File: config.mk
export PLATFORM = sky130hd
export DESIGN_NAME = dio_compare_totalizer_alarm_out
export DESIGN_NICKNAME = d
export VERILOG_FILES = /design/src/hdl/dio_pkg.sv /design/src/hdl/dio_compare_totalizer_alarm_out.sv
export SDC_FILE = /design/constraint.sdc
export NUM_CORES = 1
export LEC_CHECK = 0
export BUFFER_PORTS_ARGS = -buffer_cell sky130_fd_sc_hd__buf_2
export CORE_UTILIZATION = 51
export CTS_CLUSTER_DIAMETER = 50
export CTS_CLUSTER_SIZE = 24
export DETAILED_ROUTE_END_ITERATION = 10
export PLACE_DENSITY_LB_ADDON = 0.25
export SYNTH_ARGS = -nofsm -noshare
export SYNTH_HDL_FRONTEND = slang
export SYNTH_SLANG_ARGS = --single-unit
File: constraint.sdc
create_clock -name REF_CLK -period 1.8 [get_ports REF_CLK]
set_clock_uncertainty 0.05 [all_clocks]
set_input_delay 0.09 -clock REF_CLK [delete_from_list [all_inputs] [get_ports REF_CLK]]
set_output_delay 0.09 -clock REF_CLK [all_outputs]
set_load 0.01 [all_outputs]
File: src/hdl/dio_pkg.sv
// package for the multifunction digital block: offsets, fields, resets
// assumes a single 200 MHz clock domain and a plain strobed register port
package dio_pkg;

  // ****************************************************************
  // register offsets (byte addresses, one aligned word each)
  // ****************************************************************
  localparam logic [7:0] OFF_CTRL = 8'h00;
  localparam logic [7:0] OFF_CMD = 8'h04;
  localparam logic [7:0] OFF_CMP_LO = 8'h08;
  localparam logic [7:0] OFF_CMP_HI = 8'h0c;
  localparam logic [7:0] OFF_DIR = 8'h10;
  localparam logic [7:0] OFF_OUT_BYTE_LO = 8'h14;
  localparam logic [7:0] OFF_OUT_BYTE_HI = 8'h18;
  localparam logic [7:0] OFF_OUT_WORD = 8'h1c;
  localparam logic [7:0] OFF_IN_BYTE_LO = 8'h20;
  localparam logic [7:0] OFF_IN_BYTE_HI = 8'h24;
  localparam logic [7:0] OFF_IN_WORD = 8'h28;
  localparam logic [7:0] OFF_COUNT = 8'h2c;
  localparam logic [7:0] OFF_STATUS = 8'h30;
  localparam logic [7:0] OFF_SRC = 8'h34;

  // ****************************************************************
  // control register fields
  // ****************************************************************
  localparam int CTRL_POL_BIT = 0;
  localparam int CTRL_TRACK_BIT = 1;
  localparam int CTRL_RRES_BIT = 2;
  localparam int CTRL_FALL_BIT = 3;
  localparam int CTRL_SCAN_LO_BIT = 4;
  localparam int CTRL_SCAN_HI_BIT = 5;
  localparam int CTRL_SCAN_RUN_BIT = 6;
  localparam logic [6:0] CTRL_RESET = 7'h01;

  // ****************************************************************
  // command register fields (write-only pulses)
  // ****************************************************************
  localparam int CMD_CLR_LINE_LSB = 0;
  localparam int CMD_CLR_ALL_BIT = 4;
  localparam int CMD_SCAN_START_BIT = 5;
  localparam int CMD_CNT_CLR_BIT = 6;

  // ****************************************************************
  // comparator fields: pattern, mask, mismatch mode, enable
  // ****************************************************************
  localparam int CMP_PAT_LSB = 0;
  localparam int CMP_MASK_LSB = 8;
  localparam int CMP_MISMATCH_BIT = 16;
  localparam int CMP_EN_BIT = 17;
  localparam logic [17:0] CMP_RESET = 18'h10000;

  // ****************************************************************
  // status and source-assignment fields
  // ****************************************************************
  localparam int STAT_REJECT_BIT = 4;
  localparam int STAT_REC_LSB = 8;
  localparam int SRC_LO_LSB = 0;
  localparam int SRC_HI_LSB = 2;
  localparam int SRC_CNT_LSB = 4;

  localparam int PORT_W = 8;
  localparam int COUNT_W = 26;
  localparam int LINES = 4;
  localparam int CTRL_W = 7;
  localparam int CMP_W = 18;
  localparam int DIR_W = 2;
  localparam int SRC_W = 6;
  localparam logic [3:0] LINES_ALL = 4'hf;
  localparam logic [COUNT_W-1:0] COUNT_MAX = 26'h3ffffff;

  typedef enum logic [1:0] {
    SCAN_IDLE = 2'b00,
    SCAN_RUN = 2'b01
  } scan_state_t;

endpackage : dio_pkg

File: src/hdl/dio_compare_totalizer_alarm_out.sv
// digital ports, masked comparators, 26-bit edge counter, alarm lines
// assumes pins are asynchronous; register port is on REF_CLK
//
// Contract
// - four alarm lines share polarity; active-low by default
// - polarity change re-drives lines immediately
// - clear command deasserts selected or all lines, records kept
// - scan start deasserts all lines in latched mode and discards alarm records
// - masked port byte compared with pattern; equal or mismatch alarms
// - comparators reset into mismatch mode
// - 8-bit compare pattern per port, read back as stored
// - mask bit 1 compares that bit, 0 ignores it
// - per-port enable; evaluates continuously regardless of scan list
// - alarms always signalled; recorded only while scan runs
// - low and high ports sampled same cycle as one word
// - counter read-only by default or read-and-clear mode
// - counter counts rising edges by default, falling selectable
// - clear command zeroes the count immediately
// - read-and-clear applies to direct reads regardless of scan
// - 26-bit counter wraps to zero after maximum
// - output direction rejected while port in scan list
// - word write drives low byte and high byte together
// - output readback returns last written value, not pins
// - direction query: 0 input, 1 output
// - counter is channel three; ports are channels one and two
// - each line is OR of its assigned port comparators; counter source field has no effect
// - latched mode default holds line; tracking follows condition
//
// The plain strobed port and the placing of the registers were decided locally.
`timescale 1ns/1ps
`default_nettype none

module dio_compare_totalizer_alarm_out
  import dio_pkg::*;
(
  input wire logic REF_CLK,
  input wire logic RST,
  input wire logic [7:0] ADDR,
  input wire logic [31:0] WDATA,
  input wire logic WR,
  input wire logic RD,
  output logic [31:0] RDATA,
  input wire logic [7:0] PORT_LO_IN,
  input wire logic [7:0] PORT_HI_IN,
  output logic [7:0] PORT_LO_OUT,
  output logic [7:0] PORT_HI_OUT,
  output logic PORT_LO_OE,
  output logic PORT_HI_OE,
  input wire logic COUNT_IN,
  output logic [3:0] ALARM_OUT
);

  // ****************************************************************
  // helpers
  // ****************************************************************
  function automatic logic cmp_hit(input logic [17:0] cfg, input logic [7:0] din);
    logic match;
    match = ((din & cfg[CMP_MASK_LSB +: PORT_W]) ==
             (cfg[CMP_PAT_LSB +: PORT_W] & cfg[CMP_MASK_LSB +: PORT_W]));
    cmp_hit = cfg[CMP_EN_BIT] & (cfg[CMP_MISMATCH_BIT] ? ~match : match);
  endfunction : cmp_hit

  function automatic logic [3:0] line_sel(input logic [1:0] num);
    line_sel = 4'h1 << num;
  endfunction : line_sel

  function automatic logic reg_hit(input logic strobe, input logic [7:0] a, input logic [7:0] off);
    reg_hit = strobe && (a == off);
  endfunction : reg_hit

  logic wr_ctrl, wr_cmd, wr_cmp_lo, wr_cmp_hi, wr_dir, wr_ob_lo, wr_ob_hi, wr_ow, wr_src;
  logic rd_count;
  assign wr_ctrl = reg_hit(WR, ADDR, OFF_CTRL);
  assign wr_cmd = reg_hit(WR, ADDR, OFF_CMD);
  assign wr_cmp_lo = reg_hit(WR, ADDR, OFF_CMP_LO);
  assign wr_cmp_hi = reg_hit(WR, ADDR, OFF_CMP_HI);
  assign wr_dir = reg_hit(WR, ADDR, OFF_DIR);
  assign wr_ob_lo = reg_hit(WR, ADDR, OFF_OUT_BYTE_LO);
  assign wr_ob_hi = reg_hit(WR, ADDR, OFF_OUT_BYTE_HI);
  assign wr_ow = reg_hit(WR, ADDR, OFF_OUT_WORD);
  assign wr_src = reg_hit(WR, ADDR, OFF_SRC);
  assign rd_count = reg_hit(RD, ADDR, OFF_COUNT);

  // ****************************************************************
  // input synchronisers
  // ****************************************************************
  logic [7:0] lo_meta_reg, lo_sync_reg, hi_meta_reg, hi_sync_reg;
  logic cnt_meta_reg, cnt_sync_reg, cnt_prev_reg;
  always_ff @(posedge REF_CLK) begin
    if (RST) begin
      lo_meta_reg <= 8'h00;
      lo_sync_reg <= 8'h00;
    end else begin
      lo_meta_reg <= PORT_LO_IN;
      lo_sync_reg <= lo_meta_reg;
    end
  end

  always_ff @(posedge REF_CLK) begin
    if (RST) begin
      hi_meta_reg <= 8'h00;
      hi_sync_reg <= 8'h00;
    end else begin
      hi_meta_reg <= PORT_HI_IN;
      hi_sync_reg <= hi_meta_reg;
    end
  end

  always_ff @(posedge REF_CLK) begin
    if (RST) begin
      cnt_meta_reg <= 1'b0;
      cnt_sync_reg <= 1'b0;
      cnt_prev_reg <= 1'b0;
    end else begin
      cnt_meta_reg <= COUNT_IN;
      cnt_sync_reg <= cnt_meta_reg;
      cnt_prev_reg <= cnt_sync_reg;
    end
  end

  // ****************************************************************
  // control register
  // ****************************************************************
  logic [6:0] ctrl_reg;
  logic reject_reg;
  always_ff @(posedge REF_CLK) begin
    if (RST) begin
      ctrl_reg <= CTRL_RESET;
    end else if (wr_ctrl) begin
      ctrl_reg <= WDATA[CTRL_W-1:0];
    end
  end

  // ****************************************************************
  // comparator configuration
  // ****************************************************************
  logic [17:0] cmp_lo_reg, cmp_hi_reg;
  always_ff @(posedge REF_CLK) begin
    if (RST) begin
      cmp_lo_reg <= CMP_RESET;
      cmp_hi_reg <= CMP_RESET;
    end else begin
      if (wr_cmp_lo) begin
        cmp_lo_reg <= WDATA[CMP_W-1:0];
      end
      if (wr_cmp_hi) begin
        cmp_hi_reg <= WDATA[CMP_W-1:0];
      end
    end
  end

  // ****************************************************************
  // direction and output data
  // ****************************************************************
  logic [1:0] dir_reg;
  logic [7:0] out_lo_reg, out_hi_reg;
  logic [1:0] dir_req;
  logic [1:0] in_scan;
  assign dir_req = WDATA[DIR_W-1:0];
  assign in_scan = {ctrl_reg[CTRL_SCAN_HI_BIT], ctrl_reg[CTRL_SCAN_LO_BIT]};
  always_ff @(posedge REF_CLK) begin
    if (RST) begin
      dir_reg <= 2'h0;
    end else if (wr_dir) begin
      dir_reg <= dir_req & ~in_scan;
    end
  end

  // refusal flag, held until next direction write
  always_ff @(posedge REF_CLK) begin
    if (RST) begin
      reject_reg <= 1'b0;
    end else if (wr_dir) begin
      reject_reg <= |(dir_req & in_scan);
    end
  end

  // word write drives both bytes at once
  always_ff @(posedge REF_CLK) begin
    if (RST) begin
      out_lo_reg <= 8'h00;
      out_hi_reg <= 8'h00;
    end else if (wr_ow) begin
      out_lo_reg <= WDATA[7:0];
      out_hi_reg <= WDATA[PORT_W +: PORT_W];
    end else begin
      if (wr_ob_lo) begin
        out_lo_reg <= WDATA[7:0];
      end
      if (wr_ob_hi) begin
        out_hi_reg <= WDATA[7:0];
      end
    end
  end

  always_ff @(posedge REF_CLK) begin
    if (RST) begin
      PORT_LO_OUT <= 8'h00;
      PORT_HI_OUT <= 8'h00;
      PORT_LO_OE <= 1'b0;
      PORT_HI_OE <= 1'b0;
    end else begin
      PORT_LO_OUT <= out_lo_reg;
      PORT_HI_OUT <= out_hi_reg;
      PORT_LO_OE <= dir_reg[0];
      PORT_HI_OE <= dir_reg[1];
    end
  end

  // ****************************************************************
  // totalizer
  // ****************************************************************
  logic [COUNT_W-1:0] count_reg;
  logic count_edge;
  assign count_edge = ctrl_reg[CTRL_FALL_BIT] ? (cnt_prev_reg & ~cnt_sync_reg)
                                              : (~cnt_prev_reg & cnt_sync_reg);
  // clear beats read-clear and edge
  always_ff @(posedge REF_CLK) begin
    if (RST) begin
      count_reg <= '0;
    end else if (wr_cmd && WDATA[CMD_CNT_CLR_BIT]) begin
      count_reg <= '0;
    end else if (rd_count && ctrl_reg[CTRL_RRES_BIT]) begin
      // clear after read, scan state ignored
      count_reg <= '0;
    end else if (count_edge) begin
      count_reg <= (count_reg == COUNT_MAX) ? '0 : count_reg + 1'b1;
    end
  end

  // ****************************************************************
  // comparators and alarm sources
  // ****************************************************************
  logic hit_lo, hit_hi;
  logic [5:0] src_reg;
  logic [3:0] cond;
  assign hit_lo = cmp_hit(cmp_lo_reg, lo_sync_reg);
  assign hit_hi = cmp_hit(cmp_hi_reg, hi_sync_reg);
  // line is OR of its assigned port comparator hits; counter field ignored
  assign cond = (hit_lo ? line_sel(src_reg[SRC_LO_LSB +: 2]) : 4'h0) |
                (hit_hi ? line_sel(src_reg[SRC_HI_LSB +: 2]) : 4'h0);

  always_ff @(posedge REF_CLK) begin
    if (RST) begin
      src_reg <= 6'h00;
    end else if (wr_src) begin
      src_reg <= WDATA[SRC_W-1:0];
    end
  end

  // ****************************************************************
  // scan state and alarm records
  // ****************************************************************
  scan_state_t scan_reg, scan_next;
  logic scan_start;
  logic [1:0] rec_reg;
  assign scan_start = wr_cmd && WDATA[CMD_SCAN_START_BIT];
  always_comb begin
    case (scan_reg)
      SCAN_IDLE: begin
        if (scan_start) begin
          scan_next = SCAN_RUN;
        end else begin
          scan_next = SCAN_IDLE;
        end
      end
      // scan stops only on a ctrl write
      SCAN_RUN: begin
        if (wr_ctrl && !WDATA[CTRL_SCAN_RUN_BIT]) begin
          scan_next = SCAN_IDLE;
        end else begin
          scan_next = SCAN_RUN;
        end
      end
      default: scan_next = SCAN_IDLE;
    endcase
  end
  always_ff @(posedge REF_CLK) begin
    if (RST) begin
      scan_reg <= SCAN_IDLE;
    end else begin
      scan_reg <= scan_next;
    end
  end

  always_ff @(posedge REF_CLK) begin
    if (RST) begin
      rec_reg <= 2'h0;
    end else if (scan_start) begin
      rec_reg <= 2'h0;
    end else if (scan_reg == SCAN_RUN) begin
      rec_reg <= rec_reg | {hit_hi, hit_lo};
    end
  end

  // ****************************************************************
  // alarm lines
  // ****************************************************************
  logic [3:0] line_reg;
  logic [3:0] clr_mask;
  always_comb begin
    clr_mask = 4'h0;
    if (wr_cmd && WDATA[CMD_CLR_ALL_BIT]) begin
      clr_mask = LINES_ALL;
    end else if (wr_cmd) begin
      clr_mask = WDATA[CMD_CLR_LINE_LSB +: LINES];
    end
  end
  // set wins over clear in one cycle
  always_ff @(posedge REF_CLK) begin
    if (RST) begin
      line_reg <= 4'h0;
    end else if (ctrl_reg[CTRL_TRACK_BIT]) begin
      line_reg <= cond;
    end else if (scan_start) begin
      line_reg <= 4'h0;
    end else begin
      // latched, clear honoured, new events win
      line_reg <= (line_reg & ~clr_mask) | cond;
    end
  end

  always_ff @(posedge REF_CLK) begin
    if (RST) begin
      ALARM_OUT <= LINES_ALL;
    end else begin
      ALARM_OUT <= ctrl_reg[CTRL_POL_BIT] ? ~line_reg : line_reg;
    end
  end

  // ****************************************************************
  // read port
  // ****************************************************************
  // zero outside the answer cycle
  always_ff @(posedge REF_CLK) begin
    if (RST) begin
      RDATA <= 32'h0;
    end else if (RD) begin
      case (ADDR)
        OFF_CTRL: RDATA <= {25'h0, ctrl_reg};
        OFF_CMP_LO: RDATA <= {14'h0, cmp_lo_reg};
        OFF_CMP_HI: RDATA <= {14'h0, cmp_hi_reg};
        OFF_DIR: RDATA <= {30'h0, dir_reg};
        OFF_OUT_BYTE_LO: RDATA <= {24'h0, out_lo_reg};
        OFF_OUT_BYTE_HI: RDATA <= {24'h0, out_hi_reg};
        OFF_OUT_WORD: RDATA <= {16'h0, out_hi_reg, out_lo_reg};
        OFF_IN_BYTE_LO: RDATA <= {24'h0, lo_sync_reg};
        OFF_IN_BYTE_HI: RDATA <= {24'h0, hi_sync_reg};
        OFF_IN_WORD: RDATA <= {16'h0, hi_sync_reg, lo_sync_reg};
        OFF_COUNT: RDATA <= {6'h0, count_reg};
        OFF_STATUS: RDATA <= {22'h0, rec_reg, 3'h0, reject_reg, line_reg};
        OFF_SRC: RDATA <= {26'h0, src_reg};
        default: RDATA <= 32'h0;
      endcase
    end else begin
      RDATA <= 32'h0;
    end
  end

endmodule : dio_compare_totalizer_alarm_out

`default_nettype wire

=== Word-level counts from Yosys, hierarchy flattened ===
Cells that the tools add are included.

* Register bits after elaboration: 191
* Bits in latches: 0
* Memory bits (writable): 0
* Memory bits (read-only): 0
* Output and inout port bits: 54
* Logic and storage cells: 110
* Memories: 0

* $add $sub $neg: 1
* $mul: 0
* Div/mod/pow operators: 0
* Magnitude comparators: 0
* Equal/unequal tests: 17
* Shifts and indexed selects: 2
* Multiplexer cells: 19
* Bitwise gates (word level): 22
* Reduce and logical (&&, ||, !) cells: 24

{| class="wikitable"
|+ Operators by type and width
! cell !! count
|-
| 26-bit case mux with 13 select lines || 1
|-
| 8-bit by 6-bit == test with 1-bit output, second input constant || 6
|-
| 8-bit bitwise AND || 4
|-
| 8-bit by 5-bit == test with 1-bit output, second input constant || 4
|-
| 8-bit 2-to-1 mux || 4
|-
| 4-bit 2-to-1 mux || 7
|-
| 26-bit by 1-bit adder with 26-bit output, second input constant || 1
|-
| 26-bit == test, second input constant || 1
|-
| 26-bit 2-to-1 mux || 1
|-
| 8-bit by 4-bit == test with 1-bit output, second input constant || 2
|-
| 8-bit == test || 2
|-
| 1-bit logical AND || 15
|-
| 8-bit by 3-bit == test with 1-bit output, second input constant || 1
|-
| 8-bit logical NOT || 1
|-
| 4-bit NOT || 2
|-
| 4-bit bitwise OR || 2
|-
| 1-bit by 2-bit left shift with 4-bit output, first input constant || 2
|-
| 2-bit OR reduction || 3
|-
| 1-bit 2-to-1 mux || 5
|-
| 1-bit NOT || 5
|-
| 1-bit bitwise AND || 4
|-
| 2-bit bitwise AND || 2
|-
| 4-bit bitwise AND || 1
|-
| 2-bit case mux with 2 select lines || 1
|-
| 7 further kinds || 8
|}

=== Logic depth before layout (Yosys ltp) ===
Gate-level depths: netlist of run 1.

* Depth after elaboration: 10
* Depth in mapped cells: 9

=== Least setup slack after synthesis of run 1 ===
OpenSTA, ideal clock, no wires.

* Kind: flip-flop to flip-flop
* From: register ctrl_reg[3]
* To: register count_reg[19]
* Library setup time: 0.115 ns
* Arrival: 1.580 ns
* Data required time: 1.635 ns
* Setup slack: 0.055 ns
* Cell stages (with the launch flop): 8
* Path buffers: 2
* Period minus slack after synthesis: 1.745 ns
* Path through: dfxtp_1 -> nor3b_1 -> o2111a_1 -> and4_1 -> buf_2 -> a31o_4 -> buf_6 -> nor2_1

* Cells in the longest elaborated chain, start to end: 1

{| class="wikitable"
|+ Ends and longest elaborated chain
! what !! RTL line !! text
|-
| start, declared || dio_compare_totalizer_alarm_out.sv:124 || <nowiki>logic [6:0] ctrl_reg;</nowiki>
|-
| start signal, assigned || dio_compare_totalizer_alarm_out.sv:130 || <nowiki>ctrl_reg <= WDATA[CTRL_W-1:0];</nowiki>
|-
| 1-bit 2-to-1 mux || dio_compare_totalizer_alarm_out.sv:215 || <nowiki>assign count_edge = ctrl_reg[CTRL_FALL_BIT] ? (cnt_prev_reg & ~cnt_sync_reg)</nowiki>
|-
| end signal, assigned || dio_compare_totalizer_alarm_out.sv:227 || <nowiki>count_reg <= (count_reg == COUNT_MAX) ? '0 : count_reg + 1'b1;</nowiki>
|-
| end, declared || dio_compare_totalizer_alarm_out.sv:213 || <nowiki>logic [COUNT_W-1:0] count_reg;</nowiki>
|}

Every way passes these cells.
A chain may end at the register's enable or synchronous reset.

=== Worst setup path in the final report of run 1 ===
* From: register lo_sync_reg[2]
* To: register rec_reg[0]

* Cells in the longest elaborated chain, start to end: 6

{| class="wikitable"
|+ Ends and longest elaborated chain
! what !! RTL line !! text
|-
| start, declared || dio_compare_totalizer_alarm_out.sv:87 || <nowiki>logic [7:0] lo_meta_reg, lo_sync_reg, hi_meta_reg, hi_sync_reg;</nowiki>
|-
| start signal, assigned || dio_compare_totalizer_alarm_out.sv:95 || <nowiki>lo_sync_reg <= lo_meta_reg;</nowiki>
|-
| 8-bit bitwise AND (*) || dio_compare_totalizer_alarm_out.sv:58 || <nowiki>match = ((din & cfg[CMP_MASK_LSB +: PORT_W]) ==</nowiki>
|-
| 8-bit == test (*) || dio_compare_totalizer_alarm_out.sv:58 ||
|-
| 1-bit NOT || dio_compare_totalizer_alarm_out.sv:60 || <nowiki>cmp_hit = cfg[CMP_EN_BIT] & (cfg[CMP_MISMATCH_BIT] ? ~match : match);</nowiki>
|-
| 1-bit 2-to-1 mux (*) || dio_compare_totalizer_alarm_out.sv:60 ||
|-
| 1-bit bitwise AND (*) || dio_compare_totalizer_alarm_out.sv:60 ||
|-
| 2-bit bitwise OR (*) || dio_compare_totalizer_alarm_out.sv:292 || <nowiki>rec_reg <= rec_reg | {hit_hi, hit_lo};</nowiki>
|-
| end signal, assigned || dio_compare_totalizer_alarm_out.sv:292 ||
|-
| end, declared || dio_compare_totalizer_alarm_out.sv:256 || <nowiki>logic [1:0] rec_reg;</nowiki>
|}

Mark *: on every way between the ends. The rest lies on a longest branch, timed or not.

==> results of run 1 <==
==> cell families after synthesis <==
| group | after synthesis |
|---|---|
| fa+ha+maj | 1 |
| flops | 184 |
| buf+inv | 56 |
| compound gates | 162 |
| xor+xnor | 45 |
| other cells | 1 |
| mux | 21 |
| simple gates | 361 |
==> stage by stage <==
stage,cell area (um^2),hold WS (ps),cells
after detailed placement,8700,252,1156
after global routing,9720,142,1226
after global placement,8700,248,1156
after floorplan,7500,161,836
final,9720,131,1226
after CTS,9670,91.7,1224
==> layout make-up <==
type,count,area [um^2],share of cell area
inverters,4,15.0,0.00155
clock buffers,17,425,0.0438
well taps,180,225,0.0232
repair buffers,228,1610,0.165
multi-input cells,598,3590,0.370
flip-flops and latches,184,3690,0.380
clock inverters,15,163,0.0167
==> placed cells by master (no fill, tap or decap), types with 15 or more instances in the layout <==
cell	instances
sky130_fd_sc_hd__a31oi_1	15
sky130_fd_sc_hd__dfxtp_1	182
sky130_fd_sc_hd__mux2i_1	20
sky130_fd_sc_hd__nor2b_1	53
sky130_fd_sc_hd__a22oi_1	33
sky130_fd_sc_hd__nand3_1	35
sky130_fd_sc_hd__xor2_1	28
sky130_fd_sc_hd__nand2_1	118
sky130_fd_sc_hd__dlygate4sd3_1	35
sky130_fd_sc_hd__buf_4	96
sky130_fd_sc_hd__nor2_1	77
sky130_fd_sc_hd__xnor2_1	17
sky130_fd_sc_hd__buf_2	93
sky130_fd_sc_hd__a21oi_1	70
sky130_fd_sc_hd__clkbuf_16	17
==> where the power goes <==
group | internal [uW] | switching [uW] | total, uW
sequential | 4110 | 25.9 | 4130
combinational | 193 | 244 | 437
clock | 1970 | 1740 | 3710
total | 6270 | 2010 | 8280
==> critical path, stage by stage (launching register included) <==
cell and delay [ps]:
sky130_fd_sc_hd__dfxtp_1 350, sky130_fd_sc_hd__xor2_1 160, sky130_fd_sc_hd__a22oi_2 240, sky130_fd_sc_hd__nand4_1 240, sky130_fd_sc_hd__xnor2_1 190, sky130_fd_sc_hd__buf_4 150, sky130_fd_sc_hd__a31oi_1 160, sky130_fd_sc_hd__nor3_1 50
==> per-layer routing <==
metal  part of all wire  track usage  wire length (um)  vias to the layer above
li1                   -            -                 -                     3298
met1               0.42        0.405              9140                     3217
met2               0.46        0.474             10000                      358
met3              0.095       0.0613              2090                       56
met4              0.034        0.147               738                        0
met5                  0            0                 0                        -
==> timing repair <==
action / in CTS / in global routing
hold endpoints to repair: 69 / 0
gates resized for setup: 3 / 10
cloned: 1 / 1
setup endpoints to repair: 26 / 32
setup buffers: 0 / 1
hold buffers: 35 / 0
pin swaps: 0 / 5
==> synthesized netlist by cell type (all sizes together), types with 2 or more instances <==
cell	count
a21oi	70
a221oi	9
a222oi	5
a22o	3
a22oi	35
a31o	2
a31oi	15
a32oi	4
a41oi	2
and2	11
and3	7
and4	4
buf	26
clkbuf	26
dfxtp	184
inv	4
mux2i	20
nand2	119
nand2b	5
nand3	35
nand3b	6
nand4	9
nand4b	4
nor2	81
nor2b	53
nor3	10
nor3b	3
nor4b	4
o2111a	2
o21ai	9
or2	2
or3	2
or4b	2
xnor2	17
xor2	28
==> final timing paths <==
path | start | end | slack (ps) | cells past startpoint
max | lo_sync_reg[2] | rec_reg[0] | 60 | 7
min | WR | ctrl_reg[5] | 130 | 4
max reg2reg | lo_sync_reg[2] | rec_reg[0] | 60 | 7
min reg2reg | lo_meta_reg[3] | lo_sync_reg[3] | 390 | 1
==> summary.md, run 1 <==
Setup slack on the critical path of the routed design comes to 62.4 ps. The headroom to the max-slew limit came out at 0.498. The worst slack at placement came out at -120 ps.

Once detailed placement completed, the half-perimeter wirelength came to 15400 um. TritonCTS sink count: 184. The average via count per standard cell works out to 5.65.

The logs give 0 for the number of diodes and 60 for the post-synthesis cell type count. Post-synthesis compound-gate area fraction: 0.141. The total standard cell area after synthesis was 7480 um^2.

Endpoint kind of the worst setup timing path: a flip-flop. The tools report the number of failing hold endpoints at the final stage as 0. The area fraction in and, or, nand and nor cells after synthesis came out at 0.245. The flow ran to the end, and the final reports show no timing, DRC or antenna violations.

The post-synthesis share of cell area spent on xor and xnor gates was 0.0527; the mean area per synthesized cell was 9.01 um^2. Among all flip-flop cells after synthesis, the most frequent one is sky130_fd_sc_hd__dfxtp_1. The actual slew at the worst max-slew pin is 754 ps. The area enclosed by the die boundary was 15200 um^2; the global-route wire length before repair was 34200 um.

The final cycle utilization of the critical path is 0.965, and the number of search-and-repair iterations in the first detailed-routing pass is 6. The count of antenna-violating nets left after detailed routing came out at 0. From bottom edge to top edge, the die measures 123 um.

Static timing analysis puts the maximum clock frequency at 0.576 GHz. The post-route core utilization was 0.689; the number of antenna violations at the first check in global routing was 0. The count of buffers added on input and output ports is 94. Across all layers, the routed design uses 6929 vias. The setup-violating endpoint count in the final report is 0, and the mux contribution to synthesized area is 0.0283. Yosys printed 0 warnings. The portion of synthesized cell area occupied by the leading cell type was 0.492; the shortest clock period the worst path allows after layout was 1740 ps. Data on the critical path arrives at its endpoint at 1990 ps. For the H-tree level count, the log shows 4. The tools report the remaining design rule violation count as 0.

No sink is reached through more buffers than the 2 on the longest clock path. The final weighted congestion of routability-driven global placement was 1.01. The core region area was 14100 um^2; the final-layout fill cell count was 1121. The power density over the cells works out to 852 nW/um^2. Cell at the root of the clock tree: sky130_fd_sc_hd__clkbuf_16. Summed over all cells, the static leakage comes to 0.00394 uW. For this block, the initial DRC count from the detailed router was 821. The final net count came out at 1095.

The worst hold-check path type was input pin to flip-flop. The worst setup path is launched from a flip-flop. By area, the combinational part of the netlist is dominated by simple AND/OR/NAND/NOR gates. For this design the top-level I/O count stands at 115. The run gives 6299 as the number of global-route vias before repair. For the routed wire length, the log shows 22000 um.

The worst-case vdd ir drop was 644 uV. Setup repair after global routing could not meet its margin everywhere. The run gives 0 ps as the setup TNS after final layout.

The largest fanout of any net on the critical path is 5, and the starting density of the core is 0.531. Row generation in the floorplan step produced 43 rows. Entering global routing, the biggest net connects 76 pins.

The completed layout was analyzed and its total power is 8280 uW. The number of enable-type register cells in the synthesized netlist came out at 0. Dividing the detail-routed wire length by the instance count gives 18.0 um. The number of maximum-capacitance constraint violations was 0; the relative area change from synthesis to final layout was 29.8%.

Counting every instance in the synthesized netlist gives 831. The CTS clock-pin slew for the worst setup and hold paths was 70 ps. After global routing the overflow that remains totals 0. The clock reaches the later pin of the worst-skew pair after 450 ps.

The number of synthesized register bits was 184. For the worst setup path, the data required time is 2060 ps. The fraction of layout cells with a size suffix above 1 works out to 0.238. The setup path with the least slack is of type flip-flop to flip-flop. Sequential-to-total area share from yosys stat: 0.492. The post-synthesis share of cell area spent on full adders, half adders and majority gates works out to 0.00167.

Of all cell types, the one taking the most synthesized area is sky130_fd_sc_hd__dfxtp_1. TritonCTS built the clock tree. The async set-or-reset flop fraction in the synthesized netlist is 0. The count of final max-slew check failures is 0.

By area the synthesized netlist is led by sky130_fd_sc_hd__dfxtp_1, sky130_fd_sc_hd__nand2_1, sky130_fd_sc_hd__a21oi_1. The die width is 123 um. Combined global-route utilization of all metal layers: 0.305. The tools report the number of buffers inserted during clock tree synthesis as 17.
Note: power is estimated with default switching activity, not from simulation.
==> run 2, diff against run 1 <==
--- a/config.mk
+++ b/config.mk
@@ -5,7 +5,7 @@
 export SDC_FILE = /design/constraint.sdc
 export NUM_CORES = 1
 export LEC_CHECK = 0
-export BUFFER_PORTS_ARGS = -buffer_cell sky130_fd_sc_hd__buf_2
+export BUFFER_PORTS_ARGS = -buffer_cell sky130_fd_sc_hd__buf_4
 export CORE_UTILIZATION = 51
 export CTS_CLUSTER_DIAMETER = 50
 export CTS_CLUSTER_SIZE = 24
==> constraint.sdc (replaced) <==
create_clock -name REF_CLK -period 1.5 [get_ports REF_CLK]
set_clock_uncertainty 0.05 [all_clocks]
set_input_delay 0.075 -clock REF_CLK [delete_from_list [all_inputs] [get_ports REF_CLK]]
set_output_delay 0.075 -clock REF_CLK [all_outputs]
set_load 0.01 [all_outputs]
==> run 2 against run 1 <==
The flow now finishes with violations (setup timing). Register-to-register slack lost 330 ps. Critical path depth is the same. Die area is the same. Critical path type unchanged.
==> summary.md, run 2 (synthesis results as in run 1) <==
The run finished, with violations left. The final reports fail on setup timing. Summed over all layers, the routed wires come to 23900 um. The actual slew at the worst max-slew pin works out to 553 ps. The maximum number of pins on one net before global-route repair was 130. The logs give 0.454 for the clock network power share and 0.567 GHz for the highest clock rate. Counting cells, the worst reg-to-reg path comes to 7. For the leakage power figure, the log shows 0.00433 uW.

STA puts the critical path data required time at 1810 ps. For the post-route worst setup slack, the log shows -265 ps. The count of final max-slew check failures is 0, and the number of global-route vias before repair is 6704. Fraction of layout cells with a size suffix above 1: 0.329. The tightest min-delay check is of the input pin to flip-flop type.

The number of clock buffers added by TritonCTS is 17. The die covers 15200 um^2. The longest individual stage delay on the worst path is 350 ps.

The via count is 7351, and the die width is 123 um. After the flow finishes, the layout carries non-filler instances totaling 1286. The starting density of the core is 0.531. TritonCTS built the clock tree. Leaving out fill and tap cells, the most frequent cell in the layout is sky130_fd_sc_hd__buf_4. The final cycle utilization of the critical path was 1.18; the count of antenna-violating nets left after detailed routing was 0. For this design, the sink count on the clock tree is 184. The tools report the number of primary I/O pins as 115. The final layout contains 1156 nets. The logs give 14100 um^2 for the core region area and 0 for the number of failing hold endpoints at the final stage.

After floorplanning, the core was divided into 43 placement rows. For the worst-skew pair, the clock arrives at the later sink with an insertion delay of 440 ps. For this design the total switching power over the nets is 2310 uW. Counting instances, the worst hold path has a depth of 4. Data arrives at the worst endpoint at 2080 ps.

The fraction of power consumed by combinational cells is 0.061, and the power density over the cells is 956 nW/um^2. The sequential group share of total power is 0.485, and the relative area change from synthesis to final layout is 42.9%. The combined global-route utilization of all metal layers was 0.319.

The first TritonRoute pass finished after 5 iterations. The shortest clock period the worst path allows after layout was 1770 ps. Including well taps, the total number of placed cells is 1207.

The CTS clock-pin slew for the worst setup and hold paths works out to 70 ps. Proportion of total power due to net switching: 0.226. The critical path goes through xor2_1 > a22oi_2 > nand4_1 > xnor2_1 > buf_4 > nand4b_1 > a31oi_1. The buffer depth of the longest clock path came out at 2. The tools report the number of diodes as 0.

The setup TNS after final layout is -5700 ps. The average via count per standard cell is 5.72, and the H-tree level count is 4. Among all stages on the critical path, the largest delay is contributed by sky130_fd_sc_hd__dfxtp_2. The tools report the final weighted congestion of routability-driven global placement as 0.979. The library cells used most frequently in the layout, excluding fill and tap cells, are sky130_fd_sc_hd__buf_4, sky130_fd_sc_hd__dfxtp_1, sky130_fd_sc_hd__nand2_1, sky130_fd_sc_hd__a21oi_1, sky130_fd_sc_hd__nor2_1. Buffers placed on the I/O ports in this run total 94. Internal power component: 7920 uW. Setup repair after global routing could not meet its margin everywhere.

The remaining design rule violation count was 0. Timing analysis after detailed placement gives a worst setup slack of -360 ps. The headroom to the max-slew limit was 0.631; the final routed wire length divided by cell count was 18.6 um.

The path type of the worst setup path was flip-flop to flip-flop. The worst setup path is captured at a flip-flop. Across the run, the number of max-cap violations was 0. The tools report the worst-case vdd ir drop as 929 uV.

The aggregate global routing overflow was 0; the largest fanout of any net on the critical path was 5. Summed over all nets, the half-perimeter wirelength after detailed placement is 16000 um. CTS placed an instance of sky130_fd_sc_hd__clkbuf_16 at the clock tree root. The sequential cells in the finished layout cover a total of 3710 um^2. STA classifies the critical path startpoint as a flip-flop. The tools report the final-layout fill cell count as 1021. Measured along the y axis, the die boundary spans 123 um. In the final layout, the multi-input gates occupy 3810 um^2.

The setup-violating endpoint count in the final report is 32. The first global-routing pass estimated 35700 um of wire. The run gives 0 as the number of antenna violations at the first check in global routing.

The count of routing violations after the opening detailed-route iteration is 826.
## run 2: changes by cell type in the layout (fill, tap and decap cells not counted), moves of 5 or more
cell and change:
sky130_fd_sc_hd__buf_4 +147, sky130_fd_sc_hd__buf_2 -93, sky130_fd_sc_hd__dfxtp_1 -18, sky130_fd_sc_hd__dfxtp_2 +18, sky130_fd_sc_hd__nor2_1 -15, sky130_fd_sc_hd__nor2_4 +5, sky130_fd_sc_hd__nor2_2 +10, sky130_fd_sc_hd__buf_6 +5
## run 2: layer usage
layer,GRT usage,wire length [um],share of wire,vias to the layer above
li1,-,-,-,3432
met1,0.417,9940,0.42,3428
met2,0.497,11000,0.46,406
met3,0.0669,1970,0.083,85
met4,0.168,1030,0.043,0
met5,0,0,0,-
## run 2: worst paths after layout
kind                                     start        endpoint  slack (ps)
worst max-delay path            lo_sync_reg[2]     line_reg[1]        -270
worst min-delay path                        WR     ctrl_reg[6]         140
worst max register to register  lo_sync_reg[2]     line_reg[1]        -270
worst min register to register  hi_meta_reg[7]  hi_sync_reg[7]         390
## run 2: metrics by stage
stage	area, um^2	power [uW]	hold WS, ps	util
2_1_floorplan	7590	5310	146	-
3_3_place_gp	9390	5580	234	0.666
3_5_place_dp	9390	5580	240	0.666
6_report	10700	10200	136	0.759
4_1_cts	10500	10200	124	0.746
5_1_grt	10700	10500	147	0.759
## run 2: repair_timing
item,4_1_cts,5_1_grt
endpoints found under the hold margin,80,0
hold buffers,35,0
endpoints found under the setup margin,32,34
gates resized for setup,34,34
pin swaps,24,41
cloned,4,0
buffers inserted,3,8
## run 2: critical path: cells and delay by family, from the launching register on
kind | cells | cell delay [ps]
xor+xnor | 2 | 370
buf+inv | 1 | 170
simple gates | 2 | 350
flops | 1 | 350
compound gates | 2 | 400
## run 2: layout make-up
type	instances	share of cell area
flip-flops and latches	184	0.347
well taps	180	0.0211
clock buffers	19	0.0414
inverters	4	0.00140
multi-input cells	599	0.357
clock inverters	12	0.0153
repair buffers	288	0.217
## run 2: power groups by stage
stage               clock network, uW  logic [uW]  registers (uW)
floorplan                           0         250            5060
global placement                    0         506            5070
detailed placement                  0         507            5070
CTS                              4660         598            4960
global route                     4890         653            4960
finish                           4640         619            4960
